`src/design/adcseq_pkg.sv`:
```
// Purpose: shared constants and types of the converter sequencer
// Assumes: 8-bit special-function register bus, one 20 MHz clock
// Notes: register layouts of sequence and single registers are identical

package adcseq_pkg;

  // ****************************************
  // register addresses
  // ****************************************
  localparam logic [7:0] ADDR_CONTROL_STATUS = 8'hB4;
  localparam logic [7:0] ADDR_SEQUENCE_CONTROL = 8'hB5;
  localparam logic [7:0] ADDR_SINGLE_CONVERSION = 8'hB6;
  localparam logic [7:0] ADDR_RESULT_LOW = 8'hBA;
  localparam logic [7:0] ADDR_RESULT_HIGH = 8'hBB;

  // ****************************************
  // field positions and reset values
  // ****************************************
  localparam int CTRL_DONE_BIT = 7;
  localparam int CTRL_START_BIT = 6;
  localparam int CTRL_START_EVENT_SELECT_LSB = 4;
  localparam int CTRL_LOW_MSB = 3;
  localparam logic [3:0] CTRL_LOW_RST = 4'h3;
  localparam logic [1:0] LOW_PAD = 2'h0;
  localparam logic [7:0] SEQ_CFG_RST = 8'h10;
  localparam logic [7:0] SINGLE_CFG_RST = 8'h00;
  localparam int RESULT_W = 14;
  localparam int RESULT_LOW_W = 6;
  localparam logic [RESULT_W-1:0] RESULT_RST = 14'h0000;

  // ****************************************
  // channel numbering
  // ****************************************
  localparam int CHAN_W = 4;
  localparam int PIN_COUNT = 8;
  localparam logic [CHAN_W-1:0] CHAN_FIRST_SINGLE = 4'h0;
  localparam logic [CHAN_W-1:0] CHAN_FIRST_DIFF = 4'h8;
  localparam logic [CHAN_W-1:0] CHAN_FIRST_LONE = 4'hC;

  // ****************************************
  // timing
  // ****************************************
  localparam real CLK_FREQ_MHZ = 20.0;
  localparam real SAMPLE_PERIOD_US = 0.25;
  localparam int SAMPLE_CYCLES_RAW = int'($ceil(SAMPLE_PERIOD_US * CLK_FREQ_MHZ));
  localparam int SAMPLE_CYCLES = (SAMPLE_CYCLES_RAW < 1) ? 1 : SAMPLE_CYCLES_RAW;
  localparam int DECIM_BASE = 64;
  localparam int CONV_OVERHEAD = 16;
  localparam int SMP_CNT_W = 10;
  localparam int PRE_CNT_W = 3;

  // ****************************************
  // types
  // ****************************************
  typedef enum logic [1:0]
  {
    START_EVENT_SELECT_EXT_PIN = 2'b00,
    START_EVENT_SELECT_FREE_RUN = 2'b01,
    START_EVENT_SELECT_TIMER = 2'b10,
    START_EVENT_SELECT_SOFTWARE = 2'b11
  } adcseq_start_sel_e;

  typedef enum logic [2:0]
  {
    ST_IDLE = 3'b001,
    ST_SEQ = 3'b010,
    ST_SINGLE = 3'b100
  } adcseq_state_e;

  typedef struct packed
  {
    logic [1:0] reference_select;
    logic [1:0] decimation_select;
    logic [CHAN_W-1:0] channel;
  } adcseq_cfg_s;

  typedef struct packed
  {
    logic found;
    logic [CHAN_W-1:0] channel;
  } adcseq_pick_s;

endpackage : adcseq_pkg

```
`src/design/adcseq_conv_timer.sv`:
```
// Purpose: times one conversion from its start pulse to its done pulse
// Assumes: start only while idle; decimation held for the whole conversion
// Notes: done comes (rate + overhead) sample periods after start is taken

`timescale 1ns/1ns

module adcseq_conv_timer
  import adcseq_pkg::*;
(
  // clock and reset
  input wire logic clk_sys_in,
  input wire logic nrst_in,
  // control
  input wire logic start_in,
  input wire logic [1:0] decimation_select_in,
  // status
  output logic busy_out,
  output logic done_out
);

  logic [PRE_CNT_W-1:0] pre_cnt;
  logic [SMP_CNT_W-1:0] smp_cnt;
  logic [SMP_CNT_W-1:0] smp_last;
  logic last_cycle;

  function automatic logic [SMP_CNT_W-1:0] periods_of(input logic [1:0] sel);
    periods_of = SMP_CNT_W'((DECIM_BASE << sel) + CONV_OVERHEAD);
  endfunction : periods_of

  assign smp_last = periods_of(decimation_select_in) - SMP_CNT_W'(1);
  assign last_cycle = busy_out && (pre_cnt == PRE_CNT_W'(SAMPLE_CYCLES - 1)) && (smp_cnt == smp_last);

  // ****************************************
  // sample prescaler and period counter
  // ****************************************
  // fixed division of the system clock into sample periods
  always_ff @(posedge clk_sys_in or negedge nrst_in)
  begin
    if (!nrst_in)
    begin
      pre_cnt <= '0;
      smp_cnt <= '0;
    end
    else if (start_in || !busy_out)
    begin
      pre_cnt <= '0;
      smp_cnt <= '0;
    end
    else if (pre_cnt == PRE_CNT_W'(SAMPLE_CYCLES - 1))
    begin
      pre_cnt <= '0;
      smp_cnt <= smp_cnt + SMP_CNT_W'(1);
    end
    else
    begin
      pre_cnt <= pre_cnt + PRE_CNT_W'(1);
    end
  end

  // ****************************************
  // busy and done
  // ****************************************
  always_ff @(posedge clk_sys_in or negedge nrst_in)
  begin
    if (!nrst_in)
    begin
      busy_out <= 1'b0;
      done_out <= 1'b0;
    end
    else
    begin
      done_out <= last_cycle;
      if (start_in)
      begin
        busy_out <= 1'b1;
      end
      else if (last_cycle)
      begin
        busy_out <= 1'b0;
      end
    end
  end

endmodule : adcseq_conv_timer

```
`src/design/adcseq_top.sv`:
```
// Purpose: converter control: sequences, single conversions, results, triggers
// Assumes: front end delivers a two's-complement result, same clock domain
// Notes: registers reached over the special-function register port
//
// Behaviour
// - conversion end sets done flag, loads result
// - done flag stays high if unread
// - start bit launches only when selected, idle
// - start selector chooses pin, free-run, timer, software
// - end channel picks single-ended, differential or lone
// - skip channels whose pins are not analog
// - single write starts now or after sequence
// - single register encoded like sequence register
// - results are two's complement
// - result left-aligned, low two bits zero
// - channel readback: current, last plus one, or written
// - results lag the conversion in progress
// - decimation codes map to 64..512
// - conversion takes rate plus 16 sample periods
// - interrupt only for written single conversions
// - DMA trigger for each sequence conversion only
// - eight per-channel DMA triggers for channels 0..7
// - any-channel DMA trigger for each sequence sample

`timescale 1ns/1ns

module adcseq_top
  import adcseq_pkg::*;
(
  // clock and reset
  input wire logic clk_sys_in,
  input wire logic nrst_in,
  // special-function register port
  input wire logic [7:0] sfr_addr_in,
  input wire logic sfr_wr_in,
  input wire logic sfr_rd_in,
  input wire logic [7:0] sfr_wdata_in,
  output logic [7:0] sfr_rdata_out,
  // start events
  input wire logic external_trigger_pin_in,
  input wire logic timer_compare_in,
  input wire logic [PIN_COUNT-1:0] analog_pin_config_in,
  // analog front end
  input wire logic [RESULT_W-1:0] conv_data_in,
  output adcseq_cfg_s conv_cfg_out,
  output logic conv_start_out,
  output logic conv_busy_out,
  // interrupt and DMA
  output logic irq_out,
  output logic [PIN_COUNT-1:0] per_channel_dma_trigger_out,
  output logic any_channel_dma_trigger_out
);

  adcseq_state_e state;
  adcseq_start_sel_e start_event_select;
  adcseq_cfg_s sequence_control_reg;
  adcseq_cfg_s single_conversion_reg;
  logic [CTRL_LOW_MSB:0] ctrl_low;
  logic sequence_start_bit;
  logic done_flag;
  logic [RESULT_W-1:0] result;
  logic [CHAN_W-1:0] channel_view;
  logic [CHAN_W-1:0] cur_ch;
  logic single_pending;
  logic ext_meta;
  logic ext_sync;
  logic ext_prev;
  logic conv_done;

  logic wr_ctrl;
  logic wr_seq;
  logic wr_single;
  logic rd_high;
  logic sw_start;
  logic seq_trigger;
  logic single_req;
  logic seq_last_conv;
  adcseq_pick_s pick_first;
  adcseq_pick_s pick_next;

  // ****************************************
  // channel selection helpers
  // ****************************************
  // differential pair needs both of its pins configured analog
  function automatic logic chan_ok(input logic [CHAN_W-1:0] ch, input logic [PIN_COUNT-1:0] pins);
    logic [2:0] pair;
    pair = 3'(ch - CHAN_FIRST_DIFF) << 1;
    if (ch < CHAN_FIRST_DIFF)
      chan_ok = pins[ch[2:0]];
    else if (ch < CHAN_FIRST_LONE)
      chan_ok = pins[pair] && pins[pair + 3'h1];
    else
      chan_ok = 1'b1;
  endfunction : chan_ok

  // lowest usable channel in lo..hi
  function automatic adcseq_pick_s pick(input logic [CHAN_W:0] lo, input logic [CHAN_W-1:0] hi,
                                        input logic [PIN_COUNT-1:0] pins);
    adcseq_pick_s res;
    res = '0;
    for (int i = 15; i >= 0; i--)
    begin
      if ((i >= int'(lo)) && (i <= int'(hi)) && chan_ok(CHAN_W'(i), pins))
      begin
        res.found = 1'b1;
        res.channel = CHAN_W'(i);
      end
    end
    pick = res;
  endfunction : pick

  // first channel of a sequence from its end channel
  function automatic logic [CHAN_W:0] seq_first_of(input logic [CHAN_W-1:0] last);
    if (last < CHAN_FIRST_DIFF)
      seq_first_of = {1'b0, CHAN_FIRST_SINGLE};
    else if (last < CHAN_FIRST_LONE)
      seq_first_of = {1'b0, CHAN_FIRST_DIFF};
    else
      seq_first_of = {1'b0, last};
  endfunction : seq_first_of

  // ****************************************
  // bus decode and start requests
  // ****************************************
  assign wr_ctrl = sfr_wr_in && (sfr_addr_in == ADDR_CONTROL_STATUS);
  assign wr_seq = sfr_wr_in && (sfr_addr_in == ADDR_SEQUENCE_CONTROL);
  assign wr_single = sfr_wr_in && (sfr_addr_in == ADDR_SINGLE_CONVERSION);
  assign rd_high = sfr_rd_in && (sfr_addr_in == ADDR_RESULT_HIGH);

  // start bit only counts with software selection in the same write
  assign sw_start = wr_ctrl && sfr_wdata_in[CTRL_START_BIT]
                    && (sfr_wdata_in[CTRL_START_EVENT_SELECT_LSB +: 2] == START_EVENT_SELECT_SOFTWARE);

  always_comb
  begin
    unique case (start_event_select)
      START_EVENT_SELECT_EXT_PIN: seq_trigger = sw_start || (ext_sync && !ext_prev);
      START_EVENT_SELECT_FREE_RUN: seq_trigger = 1'b1;
      START_EVENT_SELECT_TIMER: seq_trigger = sw_start || timer_compare_in;
      START_EVENT_SELECT_SOFTWARE: seq_trigger = sw_start;
    endcase
  end

  assign single_req = wr_single || single_pending;
  assign pick_first = pick(seq_first_of(sequence_control_reg.channel), sequence_control_reg.channel,
                           analog_pin_config_in);
  assign pick_next = pick({1'b0, cur_ch} + 5'h01, sequence_control_reg.channel, analog_pin_config_in);
  assign seq_last_conv = !pick_next.found || (sequence_control_reg.channel >= CHAN_FIRST_LONE);

  // ****************************************
  // external trigger synchroniser
  // ****************************************
  always_ff @(posedge clk_sys_in or negedge nrst_in)
  begin
    if (!nrst_in)
    begin
      ext_meta <= 1'b0;
      ext_sync <= 1'b0;
      ext_prev <= 1'b0;
    end
    else
    begin
      ext_meta <= external_trigger_pin_in;
      ext_sync <= ext_meta;
      ext_prev <= ext_sync;
    end
  end

  // ****************************************
  // sequencer
  // ****************************************
  // single conversion has priority over starting any new sequence
  always_ff @(posedge clk_sys_in or negedge nrst_in)
  begin
    if (!nrst_in)
    begin
      state <= ST_IDLE;
      cur_ch <= '0;
      conv_cfg_out <= '0;
      conv_start_out <= 1'b0;
      sequence_start_bit <= 1'b0;
      single_pending <= 1'b0;
    end
    else
    begin
      conv_start_out <= 1'b0;
      unique case (state)
        ST_IDLE:
        begin
          if (single_req)
          begin
            state <= ST_SINGLE;
            conv_cfg_out <= wr_single ? adcseq_cfg_s'(sfr_wdata_in) : single_conversion_reg;
            conv_start_out <= 1'b1;
            single_pending <= 1'b0;
          end
          else if (seq_trigger && pick_first.found)
          begin
            state <= ST_SEQ;
            cur_ch <= pick_first.channel;
            conv_cfg_out <= {sequence_control_reg.reference_select, sequence_control_reg.decimation_select,
                             pick_first.channel};
            conv_start_out <= 1'b1;
            sequence_start_bit <= sw_start;
          end
        end
        ST_SEQ:
        begin
          if (wr_single)
          begin
            single_pending <= 1'b1;
          end
          if (conv_done && !seq_last_conv)
          begin
            cur_ch <= pick_next.channel;
            conv_cfg_out.channel <= pick_next.channel;
            conv_start_out <= 1'b1;
          end
          else if (conv_done)
          begin
            sequence_start_bit <= 1'b0;
            if (single_req)
            begin
              state <= ST_SINGLE;
              conv_cfg_out <= wr_single ? adcseq_cfg_s'(sfr_wdata_in) : single_conversion_reg;
              conv_start_out <= 1'b1;
              single_pending <= 1'b0;
            end
            else if ((start_event_select == START_EVENT_SELECT_FREE_RUN) && pick_first.found)
            begin
              cur_ch <= pick_first.channel;
              conv_cfg_out.channel <= pick_first.channel;
              conv_start_out <= 1'b1;
            end
            else
            begin
              state <= ST_IDLE;
            end
          end
        end
        ST_SINGLE:
        begin
          if (wr_single)
          begin
            single_pending <= 1'b1;
          end
          if (conv_done)
          begin
            state <= ST_IDLE;
          end
        end
      endcase
    end
  end

  adcseq_conv_timer u_timer
  (
    .clk_sys_in(clk_sys_in),
    .nrst_in(nrst_in),
    .start_in(conv_start_out),
    .decimation_select_in(conv_cfg_out.decimation_select),
    .busy_out(),
    .done_out(conv_done)
  );

  assign conv_busy_out = (state != ST_IDLE);

  // ****************************************
  // results and done flag
  // ****************************************
  // set beats a read of the high byte in the same cycle
  always_ff @(posedge clk_sys_in or negedge nrst_in)
  begin
    if (!nrst_in)
    begin
      result <= RESULT_RST;
      done_flag <= 1'b0;
    end
    else
    begin
      if (conv_done)
      begin
        result <= conv_data_in;
        done_flag <= 1'b1;
      end
      else if (rd_high)
      begin
        done_flag <= 1'b0;
      end
    end
  end

  // ****************************************
  // interrupt and DMA pulses
  // ****************************************
  always_ff @(posedge clk_sys_in or negedge nrst_in)
  begin
    if (!nrst_in)
    begin
      irq_out <= 1'b0;
      any_channel_dma_trigger_out <= 1'b0;
      per_channel_dma_trigger_out <= '0;
    end
    else
    begin
      irq_out <= conv_done && (state == ST_SINGLE);
      any_channel_dma_trigger_out <= conv_done && (state == ST_SEQ);
      for (int i = 0; i < PIN_COUNT; i++)
      begin
        per_channel_dma_trigger_out[i] <= conv_done && (state == ST_SEQ) && (cur_ch == CHAN_W'(i));
      end
    end
  end

  // ****************************************
  // register writes
  // ****************************************
  // reference and decimation are taken when a single or a sequence from idle starts, not at later sequence conversions
  always_ff @(posedge clk_sys_in or negedge nrst_in)
  begin
    if (!nrst_in)
    begin
      start_event_select <= START_EVENT_SELECT_SOFTWARE;
      ctrl_low <= CTRL_LOW_RST;
      sequence_control_reg <= SEQ_CFG_RST;
      single_conversion_reg <= SINGLE_CFG_RST;
    end
    else
    begin
      if (wr_ctrl)
      begin
        start_event_select <= adcseq_start_sel_e'(sfr_wdata_in[CTRL_START_EVENT_SELECT_LSB +: 2]);
        ctrl_low <= sfr_wdata_in[CTRL_LOW_MSB:0];
      end
      if (wr_seq)
      begin
        sequence_control_reg <= adcseq_cfg_s'(sfr_wdata_in);
      end
      if (wr_single)
      begin
        single_conversion_reg <= adcseq_cfg_s'(sfr_wdata_in);
      end
    end
  end

  // ****************************************
  // channel readback
  // ****************************************
  always_ff @(posedge clk_sys_in or negedge nrst_in)
  begin
    if (!nrst_in)
    begin
      channel_view <= SEQ_CFG_RST[CHAN_W-1:0];
    end
    else if (wr_seq)
    begin
      channel_view <= sfr_wdata_in[CHAN_W-1:0];
    end
    else if (conv_start_out && (state == ST_SEQ))
    begin
      channel_view <= cur_ch;
    end
    else if (conv_done && (state == ST_SEQ) && seq_last_conv)
    begin
      channel_view <= (sequence_control_reg.channel >= CHAN_FIRST_LONE) ? sequence_control_reg.channel
                      : cur_ch + CHAN_W'(1);
    end
  end

  // ****************************************
  // register reads
  // ****************************************
  // unmapped addresses read as zero
  always_ff @(posedge clk_sys_in or negedge nrst_in)
  begin
    if (!nrst_in)
    begin
      sfr_rdata_out <= 8'h00;
    end
    else if (sfr_rd_in)
    begin
      unique case (sfr_addr_in)
        ADDR_CONTROL_STATUS: sfr_rdata_out <= {done_flag, sequence_start_bit, start_event_select, ctrl_low};
        ADDR_SEQUENCE_CONTROL: sfr_rdata_out <= {sequence_control_reg[7:CHAN_W], channel_view};
        ADDR_SINGLE_CONVERSION: sfr_rdata_out <= single_conversion_reg;
        ADDR_RESULT_LOW: sfr_rdata_out <= {result[RESULT_LOW_W-1:0], LOW_PAD};
        ADDR_RESULT_HIGH: sfr_rdata_out <= result[RESULT_W-1:RESULT_LOW_W];
        default: sfr_rdata_out <= 8'h00;
      endcase
    end
  end

endmodule : adcseq_top
```
`config.mk`:
```
export PLATFORM = sky130hd
export DESIGN_NAME = adcseq_top
export DESIGN_NICKNAME = d
export VERILOG_FILES = /design/src/design/adcseq_pkg.sv /design/src/design/adcseq_conv_timer.sv /design/src/design/adcseq_top.sv
export SDC_FILE = /design/constraint.sdc
export NUM_CORES = 1
export LEC_CHECK = 0
export ABC_AREA = 1
export BUFFER_PORTS_ARGS = -buffer_cell sky130_fd_sc_hd__buf_2
export CELL_PAD_IN_SITES_DETAIL_PLACEMENT = 1
export CELL_PAD_IN_SITES_GLOBAL_PLACEMENT = 2
export CORE_MARGIN = 2
export CORE_UTILIZATION = 30
export CTS_CLUSTER_DIAMETER = 30
export DETAILED_ROUTE_END_ITERATION = 16
export GPL_TIMING_DRIVEN = 0
export PLACE_DENSITY = 0.79
export SLEW_MARGIN = 20
export SYNTH_ARGS = -nofsm -noshare
export SYNTH_HDL_FRONTEND = slang
export SYNTH_SLANG_ARGS = --single-unit
export TNS_END_PERCENT = 50
```
`constraint.sdc`:
```
create_clock -name clk_sys_in -period 2.6 [get_ports clk_sys_in]
set_clock_uncertainty 0.2 [all_clocks]
set_input_delay 0.26 -clock clk_sys_in [delete_from_list [all_inputs] [get_ports clk_sys_in]]
set_output_delay 0.26 -clock clk_sys_in [all_outputs]
set_load 0.02 [all_outputs]
```
Word level (Yosys, flattened, before mapping)

Index checks and enable logic that the tools add are counted.

Add/subtract/negate cells: 6
Magnitude comparators: 50
Equality and inequality tests: 35
Shift-type cells: 1
Muxes and demuxes: 90
Reductions and logical operators: 103

Operator list:

| kind                                               | number |
|---|---|
| 2-to-1 mux 5 bit                                   | 33 |
| logical AND 1 bit                                  | 82 |
| >= comparator 4 x 5 -> 1 bit, first input constant | 16 |
| 2-to-1 mux 4 bit                                   | 15 |
| == test 8 bit, second input constant               | 5 |
| >= comparator 3 x 5 -> 1 bit, first input constant | 8 |
| case mux 8 bit (5 select lines)                    | 1 |
| <= comparator 4 bit, first input constant          | 8 |
| 2-to-1 mux 8 bit                                   | 4 |
| 2-to-1 mux 3 bit                                   | 9 |
| >= comparator 1 x 5 -> 1 bit, first input constant | 4 |
| >= comparator 2 x 5 -> 1 bit, first input constant | 4 |
| 2-to-1 mux 10 bit                                  | 2 |
| 2-to-1 mux 1 bit                                   | 19 |
| == test 4 x 3 -> 1 bit, second input constant      | 4 |
| <= comparator 3 x 4 -> 1 bit, first input constant | 4 |
| case mux 8 bit (2 select lines)                    | 1 |
| AND reduction 5 bit                                | 3 |
| != test 3 bit, second input constant               | 4 |
| adder 10 x 1 -> 10 bit, second input constant      | 1 |
| adder 10 x 6 -> 10 bit, second input constant      | 1 |
| == test 10 bit                                     | 1 |
| != test 2 bit, second input constant               | 5 |
| left shift 7 x 2 -> 10 bit, first input constant   | 1 |
| 32 further kinds                                   | 50 |

Bits in registers: 95
Input bits: 44
Output and inout port bits: 28
Word-level logic and storage cells: 315

Logic depth before layout (Yosys ltp)

Gate-level depths: netlist of run 1.

Depth after elaboration: 27
Mapped depth: 24
Gate-level depth less buffers: 24

Cells and area by module

From an unflattened synthesis of run 1, not the netlist that was laid out.

Cells, all modules: 724
Area, all modules: 5,459.0 µm²

By module, submodules not included:

| module            | times used | cells each | area an instance (µm²) | sequential area each (µm²) |
|---|---|---|---|---|
| adcseq_top        | 1          | 613        | 4,629.4                | 2,009.4 |
| adcseq_conv_timer | 1          | 111        | 829.5                  | 375.4 |

Worst setup path before layout of run 1

Ideal clock, no wire load.

Kind: reg2reg
Start: register cur_ch[0]
End: register conv_cfg_out[1] (netlist name)
Library setup time: 117 ps
Arrival time: 2,385 ps
Data required time: 2,283 ps
Setup slack: -102 ps
Stages on the path, launching flop included: 20
Buffers on the path: 1
Clock period less this slack: 2,702 ps
Cell sequence: dfrtp_1 buf_2 inv_1 ha_1 inv_1 nor2_2 a21oi_2 nor2_1 nor2_1 nor2_2 nand2_2 nor2_2 nand3_2 nand3_4 nor2_8 inv_2 nand2_2 inv_1 nand2_1 nand2_1

Cells in the longest elaborated chain, start to end: 25
Elaborated cells between the ends (all ways): 69
Classes of those cells: 1 x add/sub; 16 x order compare; 2 x eq/ne; 18 x mux; 32 x reduce/logical

Ends and longest elaborated chain:

| element                                                                          | RTL line          | source |
|---|---|---|
| start: declaration                                                               | adcseq_top.sv:63  | `logic [CHAN_W-1:0] cur_ch;` |
| start signal: assignment                                                         | adcseq_top.sv:200 | `cur_ch <= pick_first.channel;` |
| start signal: assignment                                                         | adcseq_top.sv:215 | `cur_ch <= pick_next.channel;` |
| start signal: assignment                                                         | adcseq_top.sv:231 | `cur_ch <= pick_first.channel;` |
| adder 4 x 1 -> 5 bit (*)                                                         | adcseq_top.sv:147 | `assign pick_next = pick({1'b0, cur_ch} + 5'h01, sequence_control_reg.channel, analog_pin_config_in);` |
| >= comparator 4 x 5 -> 1 bit                                                     | adcseq_top.sv:103 | `if ((i >= int'(lo)) && (i <= int'(hi)) && chan_ok(CHAN_W'(i), pins))` |
| logical AND 1 bit                                                                | adcseq_top.sv:103 |  |
| 2-to-1 mux 5 bit (15 in a row)                                                   | adcseq_top.sv:103 |  |
| 2-to-1 mux 5 bit (*)                                                             | adcseq_top.sv:103 |  |
| zero test 1 bit                                                                  | adcseq_top.sv:148 | `assign seq_last_conv = !pick_next.found \|\| (sequence_control_reg.channel >= CHAN_FIRST_LONE);` |
| logical OR 1 bit                                                                 | adcseq_top.sv:148 |  |
| zero test 1 bit                                                                  | adcseq_top.sv:213 | `if (conv_done && !seq_last_conv)` |
| logical AND 1 bit                                                                | adcseq_top.sv:213 |  |
| != test 4 bit (no line) (tied with other cells)                                  | n/a               |  |
| AND reduction 4 bit (no line) or case mux 8 bit (2 select lines) (tied branches) | n/a               |  |
| end signal: assignment                                                           | adcseq_top.sv:193 | `conv_cfg_out <= wr_single ? adcseq_cfg_s'(sfr_wdata_in) : single_conversion_reg;` |
| end signal: assignment                                                           | adcseq_top.sv:201 | `conv_cfg_out <= {sequence_control_reg.reference_select, sequence_control_reg.decimation_select,` |
| end signal: assignment                                                           | adcseq_top.sv:225 | `conv_cfg_out <= wr_single ? adcseq_cfg_s'(sfr_wdata_in) : single_conversion_reg;` |
| end: declaration                                                                 | adcseq_top.sv:45  | `output adcseq_cfg_s conv_cfg_out,` |

Every way passes the cells marked *; elsewhere a longest branch is shown, timed or not.
A chain may end at the register's enable or synchronous reset.

Final worst setup path of run 1

Start: register cur_ch[0]
End: register conv_cfg_out[4] (netlist name)

Cells in the longest elaborated chain, start to end: 25
Elaborated cells between the ends (all ways): 66
Classes of those cells: 1 x add/sub; 16 x order compare; 1 x eq/ne; 16 x mux; 32 x reduce/logical

Ends and longest elaborated chain:

| element                           | RTL line |
|---|---|
| adder 4 x 1 -> 5 bit (*)          | adcseq_top.sv:147 |
| >= comparator 4 x 5 -> 1 bit      | adcseq_top.sv:103 |
| logical AND 1 bit                 | adcseq_top.sv:103 |
| 2-to-1 mux 5 bit (15 in a row)    | adcseq_top.sv:103 |
| 2-to-1 mux 5 bit (*)              | adcseq_top.sv:103 |
| zero test 1 bit (*)               | adcseq_top.sv:148 |
| logical OR 1 bit (*)              | adcseq_top.sv:148 |
| zero test 1 bit (*)               | adcseq_top.sv:213 |
| logical AND 1 bit (*)             | adcseq_top.sv:213 |
| != test 2 bit (no line) (*)       | n/a |
| AND reduction 5 bit (no line) (*) | n/a |

Marks and branches as above.

==> reports/metrics.cfg, run 1 <==
[outcome]
status=complete, but fails checks
violations=setup timing

[global_routing]
antenna_found_initial=0
grt_overflow=0
grt_pass1_wl_microns=29030
grt_pass1_vias=5796
grtUsageTotal_pct=19.71
grt_max_degree=67

[synthesis]
synthFlopType=dfrtp_1
synth_nets=766
yosysWarnings=0
synthCells=715
synth_area_leaders=dfrtp_1 41%, nand2_1 14%, inv_1 7.2%
synth_area_sq_um=5369
async_flop_share_pct=100.0
ys_seq_area_share_pct=44.42
synth_top_cell_area_share_pct=41.48
synth_top_cell_by_area=dfrtp_1
synth_cell_types=51
avgSynthCellArea_sq_um=7.509
synth-edff-count=0
ys_seq_elements=95

[critical_path]
worstSetupPathType=register to register
worstSetupStartpoint=cur_ch[0]
crit-reg2reg-launch=cur_ch[0]
startpoint_type=register
r2r_end=conv_cfg_out[4]
cp_max_fo=6
reg2reg_depth=19
cp-endpoint=conv_cfg_out[4]
endpoint_kind=register
cp.required_ns=2.68
critPathArrivalTime_ns=2.85
reg2reg_setup_slack_ns=-0.18

[die]
die_y_microns=137.8
io_pins=72
start_util_pct=30.83
fp-row-count=48
dieArea_sq_um=18980
die_w_microns=137.8
coreArea_sq_um=17420

[route]
drc_errors=0
drtAntennaViolNets=0
num_vias=5333
drtIter0Drc=191
routedWlPerCell_microns=16.59
vias_per_cell=4.915
first_pass_iters=5
wirelength_microns=18000

[sta]
rsz0062_at_grt=yes
fin_crit_ns=2.775
tightest_slew_ns=1.102
hold_viol=0
whs_ns=0.02675
drv_slew=0
post-route-worst-setup-slack_ns=-0.1751
max-slew-margin-rel_pct=25.94
finalSetupViolCount=22
finalCritPeriodShare_pct=106.7
max_freq_mhz=360.4

[finish]
final_cell_count_no_fill=1085
regMostFlops=result
largest_reg_flops=14
antenna_cells=0
final_cell_mix=184 x nand2_1, 96 x inv_1, 85 x dfrtp_1, 71 x buf_2, 62 x nor2_1
synthToLayoutAreaGrowth_pct=35.07
layout.cells.most_common=nand2_1
drive_above_1_share_pct=26.16
final_nets=906
reg.largest.list=result x14, u_timer.smp_cnt x10

[cts]
htreeDepth=3
clkTransAtPathRegs_ns=0.07
cts_made_buffers=9
cts_buffer_depth=2
clk_root_buffer_cell=clkbuf_16
cts_tree=yes
insertion_delay_ns=0.35
clkSinkCount=95

[power]
power_density_nw_per_um2=484.1
power.leakage_uw=0.003512
ir_drop_v=0.0002702
power_switching_uw=878.0
p_int_uw=2632
seqPwrFrac_pct=44.0
p_sw_share_pct=25.01
clkPwrFrac_pct=44.8
p_comb_share_pct=11.2

[place]
place.gp.congestion=0.8282
hpwl_microns=13250
port-buffer-count=71
place_inst=1012

[worst_hold_path]
hp-class=primary input to register

[job]
max_cap_viol_count=0

==> power by group through the flow <==
stage | clock network, uW | logic [uW] | registers [uW]
floorplan | 0 | 177 | 1570
global placement | 0 | 324 | 1570
detailed placement | 0 | 339 | 1570
CTS | 1600 | 384 | 1540
global route | 1660 | 446 | 1550
finish | 1570 | 395 | 1540
==> critical path, cell delays in order (launching register included) <==
cell and delay [ns]:
dfrtp_1 0.41, buf_6 0.14, ha_4 0.18, nand2_8 0.11, inv_2 0.05, nor2_4 0.15
nand4_1 0.12, nand2_1 0.09, nand2_2 0.06, a21oi_2 0.18, inv_2 0.06, nor2_4 0.16
nand3_4 0.11, nand3_4 0.11, nor2_8 0.07, nor2_8 0.17, nand3_4 0.12, clkinv_4 0.10
nand2_2 0.05, o21ai_2 0.06
==> cell type report <==
cell class	instances	area (sq um)
multi-input cells	502	2844
plain buffers	9	46.29
clock inverters	6	115.1
clock buffers	10	239.0
fillers	2155	10160
inverters	110	432.9
flip-flops and latches	95	2390
repair buffers	128	903.4
well taps	225	281.5
==> synth_stat cells, types with 2 or more instances <==
cell / number
nor2_8: 3
a31oi_1: 10
buf_2: 2
nor3_1: 21
dfrtp_1: 89
o21ai_1: 8
nor2_1: 72
nor3_2: 3
nor2_2: 5
a21oi_1: 19
dfstp_2: 6
nand3_2: 6
o22ai_1: 5
inv_1: 103
nand2_2: 4
nand4_1: 7
a221oi_1: 6
o21ai_0: 65
o31ai_1: 4
nand2_4: 3
and3_1: 2
inv_2: 6
o21bai_1: 2
ha_1: 7
nand3_1: 26
o2111ai_1: 2
nand3_4: 2
a22oi_1: 2
nor4_1: 2
clkbuf_1: 6
nand2_1: 197
==> logic make-up (layout without fill, tap and decap cells) <==
family	Yosys count	in the layout	share of synthesized area [%]
xor gates and xnor gates	2	2	0.3263
adders and majority gates	7	7	1.631
muxes	1	1	0.2097
DFF	95	95	44.42
AOI/OAI and AO/OA	132	132	14.40
buffers and inverters	119	263	8.459
and+or+nand+nor	359	360	30.55
==> what timing repair did <==
| action | CTS | global route |
|---|---|---|
| hold endpoints to repair | 112 | 0 |
| pin swaps | 15 | 14 |
| setup endpoints to repair | 22 | 22 |
| setup buffers | 25 | 8 |
| hold buffers | 23 | 0 |
| gates cloned | 1 | 0 |
| resized for setup | 51 | 42 |
==> per-stage QoR <==
step	area, sq um	setup TNS, ns	util, %	setup slack [ns]	power, uW
after floorplan	5381	0	-	0.05256	1746
after global placement	6018	-10.75	34.55	-0.5193	1893
after detailed placement	6052	-11.64	34.75	-0.5512	1909
after CTS	7044	-2.374	40.45	-0.1852	3529
after global routing	7252	-6.047	41.64	-0.3341	3655
final	7252	-2.466	41.64	-0.1751	3510
==> per-layer routing <==
metal  vias to the layer above  share of wire (%)  GRT usage, %
li1                       2591                  -             -
met1                      2624                 44         24.51
met2                        88                 51         35.10
met3                        30                2.5         2.612
met4                         0                2.4         6.633
met5                         -                  0             0
==> worst min-delay path by stage <==
| stage | startpoint | slack, ns | endpoint | cells after the start |
|---|---|---|---|---|
| after floorplan | nrst_in | -0.24 | any_channel_dma_trigger_out | 0 |
| after global placement | ext_meta | 0.14 | ext_sync | 0 |
| after detailed placement | nrst_in | -0.04 | result[13] | 1 |
| after CTS | sfr_wdata_in[3] | 0.01 | ctrl_low[3] | 3 |
| after global routing | sfr_wdata_in[3] | 0.04 | ctrl_low[3] | 3 |
| final | sfr_wdata_in[3] | 0.03 | ctrl_low[3] | 3 |
Note: power is estimated with default switching activity, not from simulation.
==> run 2: changes to the inputs <==
--- a/config.mk
+++ b/config.mk
@@ -14,7 +14,7 @@
 export CTS_CLUSTER_DIAMETER = 30
 export DETAILED_ROUTE_END_ITERATION = 16
 export GPL_TIMING_DRIVEN = 0
-export PLACE_DENSITY = 0.79
+export PLACE_DENSITY = 0.77
 export SLEW_MARGIN = 20
 export SYNTH_ARGS = -nofsm -noshare
 export SYNTH_HDL_FRONTEND = slang
==> run 2 against run 1 <==
Compared with the run above:
- the run still ends with setup timing left
- clock power decreased by 18%
- via count rose by 0.54%
- register-to-register slack got worse by 0.03 ns
- first-iteration DRC count up 15%
- sequential share of layout area decreased by 0.29 points
- combinational power down 1%
- maximum frequency shrank 0.92%
- critical path type unchanged
- critical endpoint is now cur_ch[0]
==> reports/metrics.cfg, run 2 (same netlist as run 1, synthesis figures left out) <==
[sta]
whs_ns=0.01266
max_freq_mhz=357.0
drv_slew=0
fin_crit_ns=2.801
max-slew-margin-rel_pct=36.48
setup_tns_ns=-2.883
finalSetupViolCount=21
hold_viol=0
rsz0062_at_grt=yes
tightest_slew_ns=0.9455
finalCritPeriodShare_pct=107.7
post-route-worst-setup-slack_ns=-0.2009

[place]
place.gp.congestion=0.8054
hpwl_microns=13190
dp_worst_setup_slack_ns=-0.6309
port-buffer-count=71

[critical_path]
cp.required_ns=2.67
startpoint_type=register
cp_common_cell=nand2_2
reg2reg_setup_slack_ns=-0.20
endpoint_kind=register
r2r_end=cur_ch[0]
crit-reg2reg-launch=cur_ch[0]
reg2reg_depth=21
path_cells=buf_6 > buf_6 > nand2_2 > o21ai_4 > buf_6 > nor3_2 > nor2_2 > nor2_2 > buf_4 > buf_4 > buf_4 > buf_4 > inv_1 > nand2_1 > nand2_1 > nand2_1 > nand2_2 > nand2_2 > nand2_2 > nand2_2 > a21oi_2
cp_max_fo=4
worstSetupPathType=register to register
critPathArrivalTime_ns=2.87
cp-endpoint=cur_ch[0]
worstSetupStartpoint=cur_ch[0]
slowest_stage=dfrtp_1
slowest_delay_ns=0.41

[cts]
clk_root_buffer_cell=clkbuf_16
insertion_delay_ns=0.35
cts_buffer_depth=2
clkSinkCount=95
cts_tree=yes
htreeDepth=3
cts_made_buffers=9
clkTransAtPathRegs_ns=0.07

[route]
num_vias=5362
drc_errors=0
dr.max_layer_used=met4
wl_met1_microns=8022
drtIter0Drc=219
wirelength_microns=18010
first_pass_iters=4
vias_per_cell=4.875
wl_met3_microns=458
wl_met2_microns=9232
drtAntennaViolNets=0
routedWlPerCell_microns=16.37

[outcome]
violations=setup timing
status=complete, but fails checks

[power]
clkPwrFrac_pct=40.0
power.leakage_uw=0.003549
power_density_nw_per_um2=440.7
p_comb_share_pct=12.1
power_switching_uw=897.9
p_int_uw=2326
p_sw_share_pct=27.85
seqPwrFrac_pct=47.9
ir_drop_v=0.0002879

[die]
dieArea_sq_um=18980
start_util_pct=30.83
fp-row-count=48
die_y_microns=137.8
coreArea_sq_um=17420
io_pins=72
die_w_microns=137.8

[global_routing]
antenna_found_initial=0
grt_max_degree=65
grt_pass1_vias=5804
grt_pass1_wl_microns=29930
grt_overflow=0
grtUsageTotal_pct=20.31

[finish]
largest_reg_flops=14
synthToLayoutAreaGrowth_pct=36.26
regMostFlops=result
reg.largest.list=result x14, u_timer.smp_cnt x10
final_cell_mix=177 x nand2_1, 97 x inv_1, 85 x dfrtp_1, 71 x buf_2
antenna_cells=0
finalCoreUtilization_pct=42.00
drive_above_1_share_pct=28.69
layout.cells.most_common=nand2_1
final_nets=921

[job]
max_cap_viol_count=0

[worst_hold_path]
hp-class=primary input to register

==> run 2: cell type report <==
class / instances / area, sq um
clock buffer: 9 / 225.2
tap: 225 / 281.5
inverter: 110 / 445.4
fill: 2176 / 10100
clock inverter: 7 / 63.81
timing repair buffer: 144 / 1011
sequential: 95 / 2390
multi-input combinational: 501 / 2853
buffer: 9 / 46.29
==> run 2: power groups by stage <==
stage	registers, uW	clock network (uW)	logic (uW)
global placement	1570	0	325
CTS	1540	1330	384
floorplan	1570	0	177
global route	1550	1390	444
detailed placement	1570	0	339
finish	1540	1290	390
==> run 2: worst min-delay path by stage <==
stage	start	slack [ns]	to	cells after the start
3_5_place_dp	nrst_in	-0.03	result[4]	1
4_1_cts	sfr_wdata_in[7]	0.004	sequence_control_reg[7]	3
6_report	sfr_wdata_in[7]	0.01	sequence_control_reg[7]	3
2_1_floorplan	nrst_in	-0.24	any_channel_dma_trigger_out	0
3_3_place_gp	ext_meta	0.14	ext_sync	0
5_1_grt	sfr_wdata_in[7]	0.02	sequence_control_reg[7]	3
==> run 2: per-layer routing <==
layer,GRT usage (%),vias up
met3,2.870,16
met5,0,-
met1,25.59,2643
met2,36.71,78
li1,-,2625
met4,4.705,0
==> run 2: timing repair <==
item                                    in CTS  in global routing
pin swaps                                   22                 23
gates resized for setup                     73                 32
hold endpoints to repair                   112                  0
hold buffers                                22                  0
buffers inserted                            36                 14
endpoints found under the setup margin      22                 23
==> run 2: metrics by stage <==
stage          std cells  total power, uW  area, sq um
2_1_floorplan        715             1746         5381
3_3_place_gp        1011             1895         6018
3_5_place_dp        1012             1909         6052
4_1_cts             1086             3258         7102
5_1_grt             1100             3381         7316
6_report            1100             3224         7316
==> run 2: worst max-delay path, delay by kind of cell, from the launching register on <==
kind,cells,cell delay [ns]
simple gates,11,0.73
flops,1,0.41
buf+inv,8,0.97
compound gates,2,0.41
==> run 3: changes to the inputs <==
--- a/config.mk
+++ b/config.mk
@@ -15,6 +15,7 @@
 export DETAILED_ROUTE_END_ITERATION = 16
 export GPL_TIMING_DRIVEN = 0
 export PLACE_DENSITY = 0.77
+export RECOVER_POWER = 100
 export SLEW_MARGIN = 20
 export SYNTH_ARGS = -nofsm -noshare
 export SYNTH_HDL_FRONTEND = slang
==> run 3 against run 2 <==
Compared with the run above:
- the run ends with capacitance limit, slew limit, setup timing left
- via count down 0.28%
- critical path depth unchanged
- clock-buffer cell count unchanged
- first-iteration DRC count down 5.0%
- non-clock buffer count unchanged
- combinational power down 1%
- final cell count unchanged
- flip-flop and latch count unchanged
- sequential power about the same
- clock power about the same
- total power down 0.11%
- largest cell class unchanged
==> reports/metrics.cfg, run 3 (same netlist as run 1, synthesis figures left out) <==
[cts]
cts_buffer_depth=2
insertion_delay_ns=0.35
clkTransAtPathRegs_ns=0.07
htreeDepth=3
cts_tree=yes
clkSinkCount=95
cts_made_buffers=9
clk_root_buffer_cell=clkbuf_16

[sta]
setup_tns_ns=-3.051
post-route-worst-setup-slack_ns=-0.2035
max-slew-margin-rel_pct=-18.16
drv_slew=32
finalSetupViolCount=21
finalCritPeriodShare_pct=107.8
fin_crit_ns=2.803
hold_viol=0
tightest_slew_ns=1.772
rsz0062_at_grt=yes
max_freq_mhz=356.7

[die]
fp-row-count=48
start_util_pct=30.83
io_pins=72
coreArea_sq_um=17420
die_y_microns=137.8
die_w_microns=137.8
dieArea_sq_um=18980

[route]
drtAntennaViolNets=0
wirelength_microns=18080
first_pass_iters=4
drtIter0Drc=208
num_vias=5347
drc_errors=0
routedWlPerCell_microns=16.44
vias_per_cell=4.861

[critical_path]
reg2reg_setup_slack_ns=-0.20
critPathArrivalTime_ns=2.88
crit_family=buffers and inverters
slowest_delay_ns=0.41
worstSetupPathType=register to register
path_buf_inv=8
path_cells=buf_6 > buf_6 > nand2_2 > o21ai_4 > buf_6 > nor3_2 > nor2_2 > nor2_2 > buf_4 > buf_4 > buf_4 > buf_4 > inv_1 > nand2_1 > nand2_1 > nand2_1 > nand2_2 > nand2_2 > nand2_2 > nand2_2 > a21oi_2
crit-reg2reg-launch=cur_ch[0]
cp.required_ns=2.67
startpoint_type=register
r2r_end=cur_ch[0]
cp_max_fo=4
endpoint_kind=register
reg2reg_depth=21
slowest_stage=dfrtp_1
cp.depth=21
cp_common_cell=nand2_2

[finish]
final_nets=921
seqCellArea_sq_um=2390
final_cell_count_no_fill=1100
regMostFlops=result
antenna_cells=0
layout.cells.most_common=nand2_1
drive_above_1_share_pct=25.03
synthToLayoutAreaGrowth_pct=35.19
n_fill_cell=2185
multi_input_area_sq_um=2850
largest_reg_flops=14
fin_area_sq_um=7258
final_cell_mix=177 x nand2_1, 98 x inv_1, 85 x dfrtp_1, 62 x nor2_1, 61 x o21ai_0
reg.largest.list=result x14, u_timer.smp_cnt x10

[worst_hold_path]
min_to=sequence_control_reg[7]
min_from=sfr_wdata_in[7]
hp-class=primary input to register
worstHoldPathCells=3

[power]
p_int_uw=2321
ir_drop_v=0.0002879
power_switching_uw=900.0
clkPwrFrac_pct=40.1
power.leakage_uw=0.003432
power_density_nw_per_um2=443.8
power.total_uw=3221
seqPwrFrac_pct=47.9
p_comb_share_pct=12.0
p_sw_share_pct=27.94

[place]
postPlaceCellArea_sq_um=6052
hpwl_microns=13190
port-buffer-count=71
place.gp.congestion=0.8054
place_inst=1012
dp_worst_setup_slack_ns=-0.6309

[outcome]
violations=capacitance limit, slew limit, setup timing
status=complete, but fails checks

[global_routing]
grt_pass1_vias=5804
grt_pass1_wl_microns=29930
grt_overflow=0
grtUsageTotal_pct=20.31
antenna_found_initial=0
grt_max_degree=65

[job]
max_cap_viol_count=1

[run 3: area by class of cell]
class                           instances  area share, %
Inverter                              110          6.137
Clock inverter                          7         0.8792
Clock buffer                            9          3.103
Buffer                                  9         0.6378
Multi-Input combinational cell        501          39.27
Sequential cell                        95          32.93
Tap cell                              225          3.879
Timing Repair Buffer                  144          13.17
[run 3: worst min-delay path: stages]
cell	delay (ns)
buf_2	0.10
inv_1	0.06
o21ai_0	0.09
[run 3: worst max path at each step]
stage                   start              end
floorplan           cur_ch[1]         state[1]
global placement    cur_ch[1]        cur_ch[3]
detailed placement  cur_ch[1]         state[1]
CTS                 cur_ch[0]  conv_cfg_out[4]
global route         state[1]  channel_view[2]
finish              cur_ch[0]        cur_ch[0]
[run 3: per-layer routing]
layer,up-vias,wire length [microns],track usage (%)
met4,0,298,4.705
li1,2625,-,-
met1,2624,8077,25.59
met5,-,0,0
met3,16,454,2.870
met2,82,9253,36.71
[run 3: repair_timing]
item                                   in CTS  in global routing
buffers inserted                           36                 14
pin swaps                                  22                 23
setup endpoints to repair                  22                 23
hold buffers                               22                  0
endpoints found under the hold margin     112                  0
gates resized for setup                    73                 32
[run 3: power groups by stage]
stage	logic (uW)	clock network [uW]	registers, uW
floorplan	177	0	1570
global placement	325	0	1570
detailed placement	339	0	1570
CTS	384	1330	1540
global route	438	1390	1550
finish	385	1290	1540
[run 3: through the flow]
| step | utilization, % | hold slack [ns] |
|---|---|---|
| 2_1_floorplan | - | -0.2356 |
| 3_3_place_gp | 34.55 | 0.1354 |
| 6_report | 41.67 | 0.008801 |
| 5_1_grt | 41.67 | 0.02499 |
| 3_5_place_dp | 34.75 | -0.02942 |
| 4_1_cts | 40.78 | 0.004066 |
